<file path="config.mk">
export PLATFORM = sky130hd
export DESIGN_NAME = radio_cfg_dev_flat
export DESIGN_NICKNAME = d
export VERILOG_FILES = /design/src/hdl/radio_cfg_pkg.sv /design/src/hdl/radio_link_if.sv /design/src/hdl/radio_cfg_dev.sv /design/src/flat_wrapper.sv
export SDC_FILE = /design/constraint.sdc
export NUM_CORES = 2
export LEC_CHECK = 0
export ABC_AREA = 0
export BUFFER_PORTS_ARGS = -buffer_cell sky130_fd_sc_hd__buf_2
export CORE_MARGIN = 2
export CORE_UTILIZATION = 35
export DETAILED_ROUTE_END_ITERATION = 8
export PLACE_DENSITY = 0.62
export SYNTH_ARGS = -nofsm -noshare
export SYNTH_HDL_FRONTEND = slang
export SYNTH_SLANG_ARGS = --single-unit
</file>
<file path="constraint.sdc">
create_clock -name clk_in -period 6.41 [get_ports clk_in]
set_input_delay 1.282 -clock clk_in [delete_from_list [all_inputs] [get_ports clk_in]]
set_output_delay 1.282 -clock clk_in [all_outputs]
set_load 0.02 [all_outputs]
</file>
<file path="src/hdl/radio_cfg_pkg.sv">
/*
 * Shared constants, types and helpers for the radio module's
 * configuration port: the device end and the host end both use it.
 * Assumes a single 250 MHz clock on both ends.
 */
package radio_cfg_pkg;

	// ************************************************
	// Timing
	// ************************************************
	localparam int unsigned CLK_HZ      = 250_000_000;
	localparam int unsigned NORMAL_MS   = 50;
	localparam int unsigned SETTING_MS  = 1;
	localparam int unsigned REPLY_MS    = 200;
	localparam int unsigned APPLY_MS    = 10;
	localparam int unsigned NORMAL_CYC  = CLK_HZ / 1000 * NORMAL_MS;
	localparam int unsigned SETTING_CYC = CLK_HZ / 1000 * SETTING_MS;
	localparam int unsigned REPLY_CYC   = CLK_HZ / 1000 * REPLY_MS;
	localparam int unsigned APPLY_CYC   = CLK_HZ / 1000 * APPLY_MS;
	localparam int unsigned SETUP_BAUD  = 9600;
	localparam int unsigned TW          = 26;

	// ************************************************
	// Characters and fields
	// ************************************************
	localparam logic [7:0]  SP       = 8'h20;
	localparam logic [7:0]  CR       = 8'h0D;
	localparam logic [7:0]  LF       = 8'h0A;
	localparam logic [7:0]  DIG_LO   = 8'h30;
	localparam logic [3:0]  DIG_HI   = 4'h3;
	localparam logic [31:0] TAG_REPL = 32'h50415241;
	localparam logic [15:0] KEY_WR   = 16'h5752;
	localparam logic [31:0] CMD_RD   = 32'h52440D0A;
	localparam logic [47:0] FREQ_MIN = 48'h343138303030;
	localparam logic [47:0] FREQ_MAX = 48'h343535303030;
	localparam logic [23:0] BCD_MIN  = 24'h418000;
	localparam logic [23:0] BCD_MAX  = 24'h455000;
	localparam logic [3:0]  UB_SETUP = 4'h3;
	localparam logic [4:0]  RD_LEN   = 5'h04;
	localparam logic [4:0]  WR_LEN   = 5'h13;
	localparam logic [4:0]  REP_LEN  = 5'h15;

	// Parameter set, every field held as ASCII.
	typedef struct packed {
		logic [47:0] freq;
		logic [7:0]  rf;
		logic [7:0]  pw;
		logic [7:0]  ub;
		logic [7:0]  pa;
	} prm_t;

	localparam prm_t PRM_RST = '{48'h343334303030, 8'h33, 8'h39,
		8'h33, 8'h30};

	// Host register byte addresses.
	localparam logic [4:0] A_CTRL   = 5'h00;
	localparam logic [4:0] A_FREQ   = 5'h04;
	localparam logic [4:0] A_CODES  = 5'h08;
	localparam logic [4:0] A_STAT   = 5'h0C;
	localparam logic [4:0] A_RFREQ  = 5'h10;
	localparam logic [4:0] A_RCODES = 5'h14;

	// Device phases.
	typedef enum logic [2:0] {
		sleep_phase   = 3'b000,
		normal_phase  = 3'b001,
		enter_phase   = 3'b010,
		setting_phase = 3'b011,
		reply_phase   = 3'b100,
		apply_phase   = 3'b101,
		resume_phase  = 3'b110
	} phase_t;

	// True when an ASCII character lies between two digits.
	function automatic logic in_rng(input logic [7:0] c,
		input logic [3:0] lo, input logic [3:0] hi);
		in_rng = (c >= {DIG_HI, lo}) && (c <= {DIG_HI, hi});
	endfunction

	// Fields of a command or reply after its keyword.
	function automatic logic [127:0] body_of(input prm_t p);
		body_of = {p.freq, SP, p.rf, SP, p.pw, SP, p.ub, SP, p.pa,
			CR, LF};
	endfunction

endpackage

</file>
<file path="src/hdl/radio_link_if.sv">
/*
 * The pins between the host terminal and the radio module.
 * Assumes both ends share one clock; the testbench joins the ends.
 */
`timescale 1ns/1ps
`default_nettype none
interface radio_link_if;
	logic set_pin;   // Low selects setting, high normal work.
	logic en_pin;    // Low puts the module to sleep.
	logic down_line; // Serial data from host to module.
	logic up_line;   // Serial data from module to host.

	modport dev_end (
		input  set_pin,
		input  en_pin,
		input  down_line,
		output up_line
	);
	modport host_end (
		output set_pin,
		output en_pin,
		output down_line,
		input  up_line
	);
endinterface
`default_nettype wire

</file>
<file path="src/hdl/radio_cfg_dev.sv">
/*
 * Radio module end: setting-mode command interpreter, serial port with
 * selectable rate and parity, and the transparent serial/radio relay.
 * Assumes the radio itself sits behind the air_* byte handshakes.
 */
// Decided for this implementation: the plain strobed port and the placing of the registers.
// Notes on behaviour
// RL1: Normal work 50 ms after select rises.
// RL2: Select low: 9600 no parity, setting in 1 ms.
// RL3: Valid command answered within 200 ms.
// RL4: New parameters take effect 10 ms after rise.
// RL5: Host sends one command per setting entry.
// RL6: Uppercase ASCII only; lowercase keywords rejected.
// RL7: Fields split by one space, line ends CRLF.
// RL8: Read returns tag and all five fields.
// RL9: Write carries five fields, echoed after tag.
// RL10: Frequency is six decimal digits in kHz.
// RL11: Frequency accepted only from 418 to 455 MHz.
// RL12: Radio rate digit 1 to 4.
// RL13: Power digit 0 to 9.
// RL14: Serial rate digit 0 to 6.
// RL15: Parity digit 0 none, 1 even, 2 odd.
// RL16: Enable low sleeps, high or open runs.
// RL17: Normal mode relays data half duplex.
// RL18: At least 256 bytes buffered toward radio.
// RL19: Normal frames 8 data, 1 stop, parity.
// RL20: Bad command keeps parameters, sends no reply.
`timescale 1ns/1ps
`default_nettype none
module radio_cfg_dev import radio_cfg_pkg::*; #(
	parameter int unsigned clk_hz      = CLK_HZ,
	parameter int unsigned normal_cyc  = NORMAL_CYC,
	parameter int unsigned setting_cyc = SETTING_CYC,
	parameter int unsigned apply_cyc   = APPLY_CYC,
	parameter int unsigned fifo_aw     = 8
) (
	// Clock and reset.
	input  wire logic         clk_in,
	input  wire logic         rst_in,
	// Pins toward the host.
	radio_link_if.dev_end     link,
	// Bytes toward the radio.
	output var  logic [7:0]   air_tx_data_out,
	output var  logic         air_tx_valid_out,
	input  wire logic         air_tx_ready_in,
	// Bytes from the radio.
	input  wire logic [7:0]   air_rx_data_in,
	input  wire logic         air_rx_valid_in,
	output var  logic         air_rx_ready_out,
	// Status.
	output var  phase_t       phase_out,
	output var  prm_t         params_out
);
	localparam int unsigned PW = fifo_aw + 1;

	typedef struct packed {
		phase_t          md;
		logic [2:0]      ss, rs, es;
		logic            sf, rf, ef;
		logic [TW-1:0]   tm;
		logic            rb;
		logic [17:0]     rc;
		logic [3:0]      ri;
		logic [10:0]     rsh;
		logic            tb;
		logic [17:0]     tc;
		logic [3:0]      ti;
		logic [10:0]     tsh;
		logic            txd;
		logic [PW-1:0]   wp, rp;
		logic            av;
		logic [7:0]      ad;
		logic            ar;
		logic [151:0]    cb;
		logic [4:0]      cn;
		logic [167:0]    rbuf;
		logic [4:0]      rn;
		prm_t            act, pen;
	} dev_t;

	dev_t st_q, st_d;
	logic [7:0] mem [0:(1<<fifo_aw)-1];
	logic       wr_en, got, fall, rise, norm, txl, wr_ok;
	logic [7:0] gb, txb;
	logic [17:0] dv;
	logic [1:0]  np;
	logic [3:0]  nbits;
	prm_t        nw;

	// Bit period in clocks for each serial rate code.
	function automatic logic [17:0] div_of(input logic [3:0] c);
		case (c)
			4'h0:    div_of = 18'(clk_hz / 1200);
			4'h1:    div_of = 18'(clk_hz / 2400);
			4'h2:    div_of = 18'(clk_hz / 4800);
			4'h4:    div_of = 18'(clk_hz / 19200);
			4'h5:    div_of = 18'(clk_hz / 38400);
			4'h6:    div_of = 18'(clk_hz / 57600);
			default: div_of = 18'(clk_hz / SETUP_BAUD);
		endcase
	endfunction

	// ************************************************
	// Next-state logic
	// ************************************************
	always_comb begin
		st_d = st_q;
		wr_en = 1'b0;
		got = 1'b0;
		gb = st_q.rsh[8:1];
		txl = 1'b0;
		txb = 8'h00;
		// Pin synchronisers: a change counts when stages two and three agree.
		st_d.ss = {st_q.ss[1:0], link.set_pin};
		st_d.rs = {st_q.rs[1:0], link.down_line};
		st_d.es = {st_q.es[1:0], link.en_pin};
		if (st_q.ss[1] == st_q.ss[2]) st_d.sf = st_q.ss[2];
		if (st_q.rs[1] == st_q.rs[2]) st_d.rf = st_q.rs[2];
		if (st_q.es[1] == st_q.es[2]) st_d.ef = st_q.es[2];
		fall = st_q.sf & ~st_d.sf;
		rise = ~st_q.sf & st_d.sf;
		norm = (st_q.md == normal_phase);
		// Setting mode forces 9600 with no parity.
		dv = norm ? div_of(st_q.act.ub[3:0]) : div_of(UB_SETUP); // RL2
		np = norm ? st_q.act.pa[1:0] : 2'h0; // RL15
		nbits = (np != 2'h0) ? 4'hA : 4'h9; // RL19

		// Receiver: bit 0 start, 1..8 data, then parity and stop.
		if (st_q.rb) begin
			if (st_q.rc != 18'h0) begin
				st_d.rc = st_q.rc - 18'h1;
			end else begin
				st_d.rc = dv - 18'h1;
				st_d.rsh[st_q.ri] = st_q.rf;
				st_d.ri = st_q.ri + 4'h1;
				if (st_q.ri == 4'h0 && st_q.rf) begin
					st_d.rb = 1'b0;
				end else if (st_q.ri == nbits) begin
					st_d.rb = 1'b0;
					got = st_q.rf && (np == 2'h0 ||
						(^st_q.rsh[9:1]) == np[1]); // RL19
				end
			end
		end else if (!st_q.rf) begin
			st_d.rb = 1'b1;
			st_d.ri = 4'h0;
			st_d.rc = {1'b0, dv[17:1]};
		end

		// Transmitter shifts one bit per period, stop bit last.
		if (st_q.tb) begin
			if (st_q.tc != 18'h0) begin
				st_d.tc = st_q.tc - 18'h1;
			end else begin
				st_d.tc = dv - 18'h1;
				st_d.tsh = {1'b1, st_q.tsh[10:1]};
				st_d.ti = st_q.ti - 4'h1;
				if (st_q.ti == 4'h0) st_d.tb = 1'b0;
			end
		end

		// Parse a write line held in the command buffer.
		nw = '{st_q.cb[127:80], st_q.cb[71:64], st_q.cb[55:48],
			st_q.cb[39:32], st_q.cb[23:16]};
		wr_ok = st_q.cb[151:136] == KEY_WR && st_q.cb[135:128] == SP // RL6
			&& st_q.cb[79:72] == SP && st_q.cb[63:56] == SP
			&& st_q.cb[47:40] == SP && st_q.cb[31:24] == SP
			&& st_q.cb[15:0] == {CR, LF}; // RL7
		for (int i = 0; i < 6; i++) begin
			wr_ok = wr_ok && in_rng(nw.freq[8*i +: 8], 4'h0, 4'h9); // RL10
		end
		wr_ok = wr_ok && nw.freq >= FREQ_MIN && nw.freq <= FREQ_MAX // RL11
			&& in_rng(nw.rf, 4'h1, 4'h4) // RL12
			&& in_rng(nw.pw, 4'h0, 4'h9) // RL13
			&& in_rng(nw.ub, 4'h0, 4'h6) // RL14
			&& in_rng(nw.pa, 4'h0, 4'h2); // RL15

		// Phase machine.
		case (st_q.md)
			sleep_phase: begin
				st_d.md = resume_phase;
				st_d.tm = TW'(normal_cyc);
			end
			normal_phase: begin
				if (got) begin
					wr_en = (st_q.wp - st_q.rp) != PW'(1 << fifo_aw); // RL18
				end
				if (st_q.ar && air_rx_valid_in) begin
					txl = 1'b1; // RL17
					txb = air_rx_data_in;
				end
			end
			enter_phase: begin
				st_d.tm = st_q.tm - TW'(1);
				if (st_q.tm == TW'(0)) begin
					st_d.md = setting_phase; // RL2
					st_d.cn = 5'h0;
					st_d.cb = '0;
					st_d.pen = st_q.act;
				end
			end
			setting_phase: begin
				if (got) begin
					st_d.cb = {st_q.cb[143:0], gb};
					if (st_q.cn != 5'h1E) st_d.cn = st_q.cn + 5'h1;
				end
				if (got && gb == LF) begin
					// Only one line per entry; the rest is ignored.
					st_d.md = reply_phase; // RL5
					if (st_q.cn == RD_LEN - 5'h1
						&& {st_q.cb[23:0], gb} == CMD_RD) begin
						st_d.rbuf = {TAG_REPL, SP, body_of(st_q.act)}; // RL8
						st_d.rn = REP_LEN; // RL3
					end else if (st_q.cn == WR_LEN - 5'h1) begin
						st_d.cb = st_q.cb;
					end
				end
			end
			reply_phase: begin
				if (st_q.cn == WR_LEN && st_q.rn == 5'h0) begin
					st_d.cb = {st_q.cb[143:0], LF};
					st_d.cn = 5'h1F;
				end else if (st_q.cn == 5'h1F) begin
					st_d.cn = 5'h0;
					if (wr_ok) begin
						st_d.pen = nw; // RL9
						st_d.rbuf = {TAG_REPL, SP, body_of(nw)}; // RL9
						st_d.rn = REP_LEN; // RL3
					end // RL20
				end
				if (st_q.rn != 5'h0 && !st_q.tb) begin
					txl = 1'b1; // RL3
					txb = st_q.rbuf[167:160];
					st_d.rbuf = {st_q.rbuf[159:0], 8'h00};
					st_d.rn = st_q.rn - 5'h1;
				end
			end
			apply_phase: begin
				st_d.tm = st_q.tm - TW'(1);
				if (st_q.tm == TW'(0)) begin
					st_d.act = st_q.pen; // RL4
					st_d.md = resume_phase;
					st_d.tm = TW'(normal_cyc - apply_cyc);
				end
			end
			resume_phase: begin
				st_d.tm = st_q.tm - TW'(1);
				if (st_q.tm == TW'(0)) st_d.md = normal_phase; // RL1
			end
			default: st_d.md = resume_phase;
		endcase

		// Select edges move between work and setting.
		if (fall && st_q.md != sleep_phase) begin
			st_d.md = enter_phase;
			st_d.tm = TW'(setting_cyc);
			st_d.rb = 1'b0;
			st_d.tb = 1'b0;
			txl = 1'b0;
		end else if (rise && (st_q.md == enter_phase
			|| st_q.md == setting_phase || st_q.md == reply_phase)) begin
			st_d.md = apply_phase; // RL4
			st_d.tm = TW'(apply_cyc);
			st_d.rn = 5'h0;
			st_d.tb = 1'b0;
			st_d.rb = 1'b0;
			txl = 1'b0;
		end

		// Queue head moves to the radio when the radio takes a byte.
		if (!st_q.av || air_tx_ready_in) begin
			st_d.av = 1'b0;
			if (st_q.wp != st_q.rp) begin
				st_d.av = 1'b1;
				st_d.ad = mem[st_q.rp[fifo_aw-1:0]];
				st_d.rp = st_q.rp + PW'(1);
			end
		end
		if (wr_en) st_d.wp = st_q.wp + PW'(1);

		if (txl) begin
			st_d.tb = 1'b1;
			st_d.tc = dv - 18'h1;
			st_d.ti = nbits;
			st_d.tsh = (np != 2'h0) ? {1'b1, ^txb ^ np[1], txb, 1'b0}
				: {2'b11, txb, 1'b0};
		end

		// Sleep holds everything but the radio queue idle until enable returns.
		if (!st_d.ef) begin
			st_d.md = sleep_phase; // RL16
			st_d.rb = 1'b0;
			st_d.tb = 1'b0;
			st_d.rn = 5'h0;
		end

		// Radio may deliver only while the serial side is quiet.
		st_d.ar = st_d.md == normal_phase && !st_d.tb && !st_d.rb
			&& st_d.wp == st_d.rp && !st_d.av; // RL17
		st_d.txd = st_d.tb ? st_d.tsh[0] : 1'b1;
	end

	// ************************************************
	// Registers
	// ************************************************
	always_ff @(posedge clk_in) begin
		if (rst_in) begin
			st_q <= '0;
			st_q.md <= resume_phase;
			st_q.tm <= TW'(normal_cyc);
			st_q.ss <= 3'b111;
			st_q.rs <= 3'b111;
			st_q.es <= 3'b111;
			st_q.sf <= 1'b1;
			st_q.rf <= 1'b1;
			st_q.ef <= 1'b1;
			st_q.txd <= 1'b1;
			st_q.act <= PRM_RST;
			st_q.pen <= PRM_RST;
		end else begin
			st_q <= st_d;
		end
	end

	// Serial bytes waiting for the radio.
	always_ff @(posedge clk_in) begin
		if (wr_en) mem[st_q.wp[fifo_aw-1:0]] <= gb; // RL18
	end

	// Outputs straight from the state register.
	assign link.up_line     = st_q.txd;
	assign air_tx_data_out  = st_q.ad;
	assign air_tx_valid_out = st_q.av;
	assign air_rx_ready_out = st_q.ar;
	assign phase_out        = st_q.md;
	assign params_out       = st_q.act;
endmodule
`default_nettype wire

</file>
<file path="src/flat_wrapper.sv">
// flat-port wrapper written by rule: the top's interface ports become plain ports
module radio_cfg_dev_flat import radio_cfg_pkg::*;
#(
	parameter int unsigned clk_hz      = CLK_HZ,
	parameter int unsigned normal_cyc  = NORMAL_CYC,
	parameter int unsigned setting_cyc = SETTING_CYC,
	parameter int unsigned apply_cyc   = APPLY_CYC,
	parameter int unsigned fifo_aw     = 8
)
  (clk_in, rst_in, air_tx_data_out, air_tx_valid_out, air_tx_ready_in, air_rx_data_in, air_rx_valid_in, air_rx_ready_out, phase_out, params_out, link_set_pin, link_en_pin, link_down_line, link_up_line);
  radio_link_if link_i ();
  input  wire logic clk_in;
  input  wire logic rst_in;
  output var  logic [7:0] air_tx_data_out;
  output var  logic air_tx_valid_out;
  input  wire logic air_tx_ready_in;
  input  wire logic [7:0] air_rx_data_in;
  input  wire logic air_rx_valid_in;
  output var  logic air_rx_ready_out;
  output var  phase_t phase_out;
  output var  prm_t params_out;
  input wire logic [$bits(link_i.set_pin)-1:0] link_set_pin;
  input wire logic [$bits(link_i.en_pin)-1:0] link_en_pin;
  input wire logic [$bits(link_i.down_line)-1:0] link_down_line;
  output wire logic [$bits(link_i.up_line)-1:0] link_up_line;
  assign link_i.set_pin = link_set_pin;
  assign link_i.en_pin = link_en_pin;
  assign link_i.down_line = link_down_line;
  assign link_up_line = link_i.up_line;
  radio_cfg_dev #(.clk_hz(clk_hz), .normal_cyc(normal_cyc), .setting_cyc(setting_cyc), .apply_cyc(apply_cyc), .fifo_aw(fifo_aw)) u_core (.clk_in(clk_in), .rst_in(rst_in), .link(link_i), .air_tx_data_out(air_tx_data_out), .air_tx_valid_out(air_tx_valid_out), .air_tx_ready_in(air_tx_ready_in), .air_rx_data_in(air_rx_data_in), .air_rx_valid_in(air_rx_valid_in), .air_rx_ready_out(air_rx_ready_out), .phase_out(phase_out), .params_out(params_out));
endmodule
</file>
==> results.py <==
metrics = {
    "worst_setup_path": {
        "r2r_slack_ns": 1.32,
        "crit_path_frequent_cell": "buf_4",
        "worst-setup-path-type": "register to register",
        "worst_path_largest_cell_delay_ns": 0.86,
        "cp_slowest_cell": "dfxtp_4",
        "start_kind": "register",
        "timing.rr.start": "u_core.st_q[502]",
        "reg2reg_to": "u_core.mem[50][2]",
        "required_ns": 6.83,
        "reg2regPathDepth": 13,
        "cp_data_arrival_time_ns": 5.51,
        "cp_max_fo": 35,
        "crit_path_end_kind": "register",
        "crit_chain": "clkinv_2 > ha_1 > o21a_1 > o31a_1 > o211ai_1 > nor2_1 > o221ai_1 > buf_4 > and3_1 > buf_4 > nand3_2 > buf_4 > nor2_1",
    },
    "cts": {
        "cts_max_level": 5,
        "clk-insertion-delay-late_ns": 0.86,
        "postCtsSetupRepairBufs": 0,
        "cts-hold-fix-buffers": 0,
        "root_buffer": "clkbuf_16",
        "numCtsBuffers": 282,
        "cts.path.max_buffers": 4,
        "tritoncts": "built",
        "cts_sinks": 2663,
        "path_clk_slew_ns": 0.06,
        "cts_resized": 0,
    },
    "place": {
        "gp_congestion": 0.880,
        "port_buffers": 108,
        "dp.cells": 10700,
        "hpwl_mm": 176,
    },
    "global_route": {
        "track_usage": 0.182,
        "overflow": 0,
        "grt_max_degree": 206,
        "grt_pass1_wl_mm": 423,
        "antenna_found_initial": 6,
        "grt_pass1_vias": 60800,
    },
    "min_path": {
        "min_path_cells": 1,
        "min_from": "u_core.st_d[617]",
        "hold_path_class": "register to register",
        "holdPathEnd": "u_core.st_d[618]",
    },
    "synth": {
        "syn_area_um2": 107000,
        "synth.avg_cell_area_um2": 15.5,
        "syn_nets": 6970,
        "ys_seq_elements": 2663,
        "synth_edf_count": 2048,
        "synth_cell_types": 91,
        "ys_seq_area_frac": 0.690,
        "async_flop_share": 0,
        "synthCells": 6924,
        "synth_ff_type": "edfxtp_1",
        "yosysWarnings": 0,
    },
    "cells_and_area": {
        "nets": 6931,
        "drive_gt1_frac": 0.187,
        "synthToLayoutAreaGrowth_pct": 12.5,
        "final_core_util": 0.395,
        "fill_cells": 27400,
        "final_cell_count_no_fill": 11200,
        "mostFrequentLayoutCells": "2048 x edfxtp_1, 644 x nand2_1, 601 x dfxtp_1",
        "final_common_cell": "edfxtp_1",
    },
    "sta": {
        "rsz0062_at_grt": "false",
        "skew_ns": 0.0804,
        "setup_violations": 0,
        "tns_ns": 0,
        "tightest_slew_ns": 1.40,
        "whs_ns": 0.409,
        "fin_crit_sh": 0.794,
        "slew_viol_final": 0,
        "relSlewSlack": 0.0630,
        "finalHoldViolCount": 0,
        "max_freq_mhz": 196,
        "layout_min_cycle_time_ns": 5.09,
    },
    "die": {
        "die_w_um": 557,
        "die_h_um": 557,
        "io_pins": 109,
        "dieArea_um2": 310000,
        "fp-row-count": 203,
        "start_util": 0.351,
        "core_area_um2": 305000,
    },
    "routing": {
        "dr.first_iter.drc_count": 7896,
        "drt_wl_total_mm": 289,
        "final_antenna_net_count": 0,
        "dr_total_vias": 62800,
        "viasPerCell": 5.61,
        "avgRoutedWirePerCell_um": 25.8,
        "dr.pass1.iters": 6,
        "remaining_drc_errors": 0,
    },
    "power": {
        "powerDensity_nw_per_um2": 316,
        "power.leakage_uw": 0.0382,
        "ir_worst_vdd_v": 0.000252,
    },
    "run_status": {
        "outcome": "finished clean",
    },
    "run": {
        "max_cap_violations": 0,
    },
}
flip-flops by register name, summed over array words and instances, names as in the netlist, 3 cells and up:
register                flops
u_core.air_tx_data_out      8
u_core.mem               2048
u_core.phase_out            3
u_core.nw                  80
u_core.st_d                 6
u_core.gb                   8
u_core.params_out          80
u_core.st_q               427
metal layers:
layer	vias up	GRT usage	share of wire
met2	3117	0.281	0.46
li1	26800	-	-
met3	488	0.0322	0.090
met5	-	0	0
met4	0	0.0563	0.031
met1	32400	0.260	0.42
kinds of logic after synthesis:
group                      Yosys count  share of synthesized area
DFF                               2663                      0.690
and+or+nand+nor                   1870                     0.0790
muxes                              713                      0.137
buffers and inverters              615                     0.0266
AOI/OAI and AO/OA                  953                     0.0575
adders and majority gates           31                    0.00362
xor gates and xnor gates            79                    0.00699
worst max path at each step:
stage	slack, ns	endpoint	from
floorplan	1.29	u_core.mem[101][0]	u_core.gb[3]
global placement	1.56	u_core.mem[126][7]	u_core.st_q[502]
detailed placement	1.53	u_core.mem[2][2]	u_core.st_q[568]
CTS	1.51	u_core.mem[50][2]	u_core.st_q[568]
global route	1.09	u_core.mem[50][4]	u_core.st_q[568]
finish	1.32	u_core.mem[50][2]	u_core.st_q[502]
where the power goes:
part / internal [uW] / switching [uW]
clock network: 9460 / 6690
logic: 1730 / 1720
registers: 18400 / 78.0
total: 29500 / 8490
critical path: cells and delay by family (launching register included):
family,cells,cell delay [ns]
AOI/OAI and AO/OA,4,0.72
adders and majority gates,1,0.40
buffers and inverters,4,1.09
DFF,1,0.86
and+or+nand+nor,4,1.55
metrics by stage:
| step | power, uW | setup WS, ns | cell area, um^2 |
|---|---|---|---|
| 2_1_floorplan | 21400 | 1.29 | 107000 |
| 3_3_place_gp | 22300 | 1.56 | 111000 |
| 3_5_place_dp | 22300 | 1.53 | 111000 |
| 5_1_grt | 39100 | 1.09 | 120000 |
| 6_report | 38000 | 1.32 | 120000 |
| 4_1_cts | 38300 | 1.51 | 120000 |
synthesized netlist by cell type (9+ instances only):
master / count / area share
edfxtp_1: 2048 / 0.57
nand2_1: 646 / 0.023
dfxtp_1: 615 / 0.12
mux4_2: 599 / 0.13
nor2_1: 594 / 0.021
clkbuf_1: 322 / 0.011
nand3_1: 272 / 0.013
o21ai_0: 257 / 0.012
a21oi_1: 210 / 0.0098
a22oi_1: 151 / 0.011
buf_4: 112 / 0.0079
a211oi_1: 109 / 0.0076
mux2i_1: 108 / 0.010
buf_2: 89 / 0.0042
and3_1: 63 / 0.0037
nor3_1: 61 / 0.0029
a221oi_1: 51 / 0.0042
xnor2_1: 48 / 0.0039
inv_1: 43 / 0.0015
buf_1: 41 / 0.0014
nor4_1: 37 / 0.0022
a31oi_1: 33 / 0.0019
a22o_1: 31 / 0.0025
ha_1: 31 / 0.0036
nand4_1: 30 / 0.0018
xor2_1: 27 / 0.0022
nand2b_1: 23 / 0.0013
and4_1: 19 / 0.0016
nor2b_1: 17 / 0.00099
nor4b_1: 17 / 0.0014
or3_1: 17 / 0.00099
or2_2: 14 / 0.00082
and2_1: 12 / 0.00070
o22ai_1: 11 / 0.00064
o31ai_1: 9 / 0.00063
layout make-up:
type                       count  area, um^2  share of cell area
timing repair buffer         242        1770              0.0147
inverter                      50         200             0.00166
tap                         4100        5130              0.0426
sequential                  2663       73900               0.613
antenna                        4        10.0           0.0000831
multi-input combinational   3646       30500               0.253
clock buffer                 356        7600              0.0631
clock inverter               122        1380              0.0115
(Power assumes the default switching activity.)
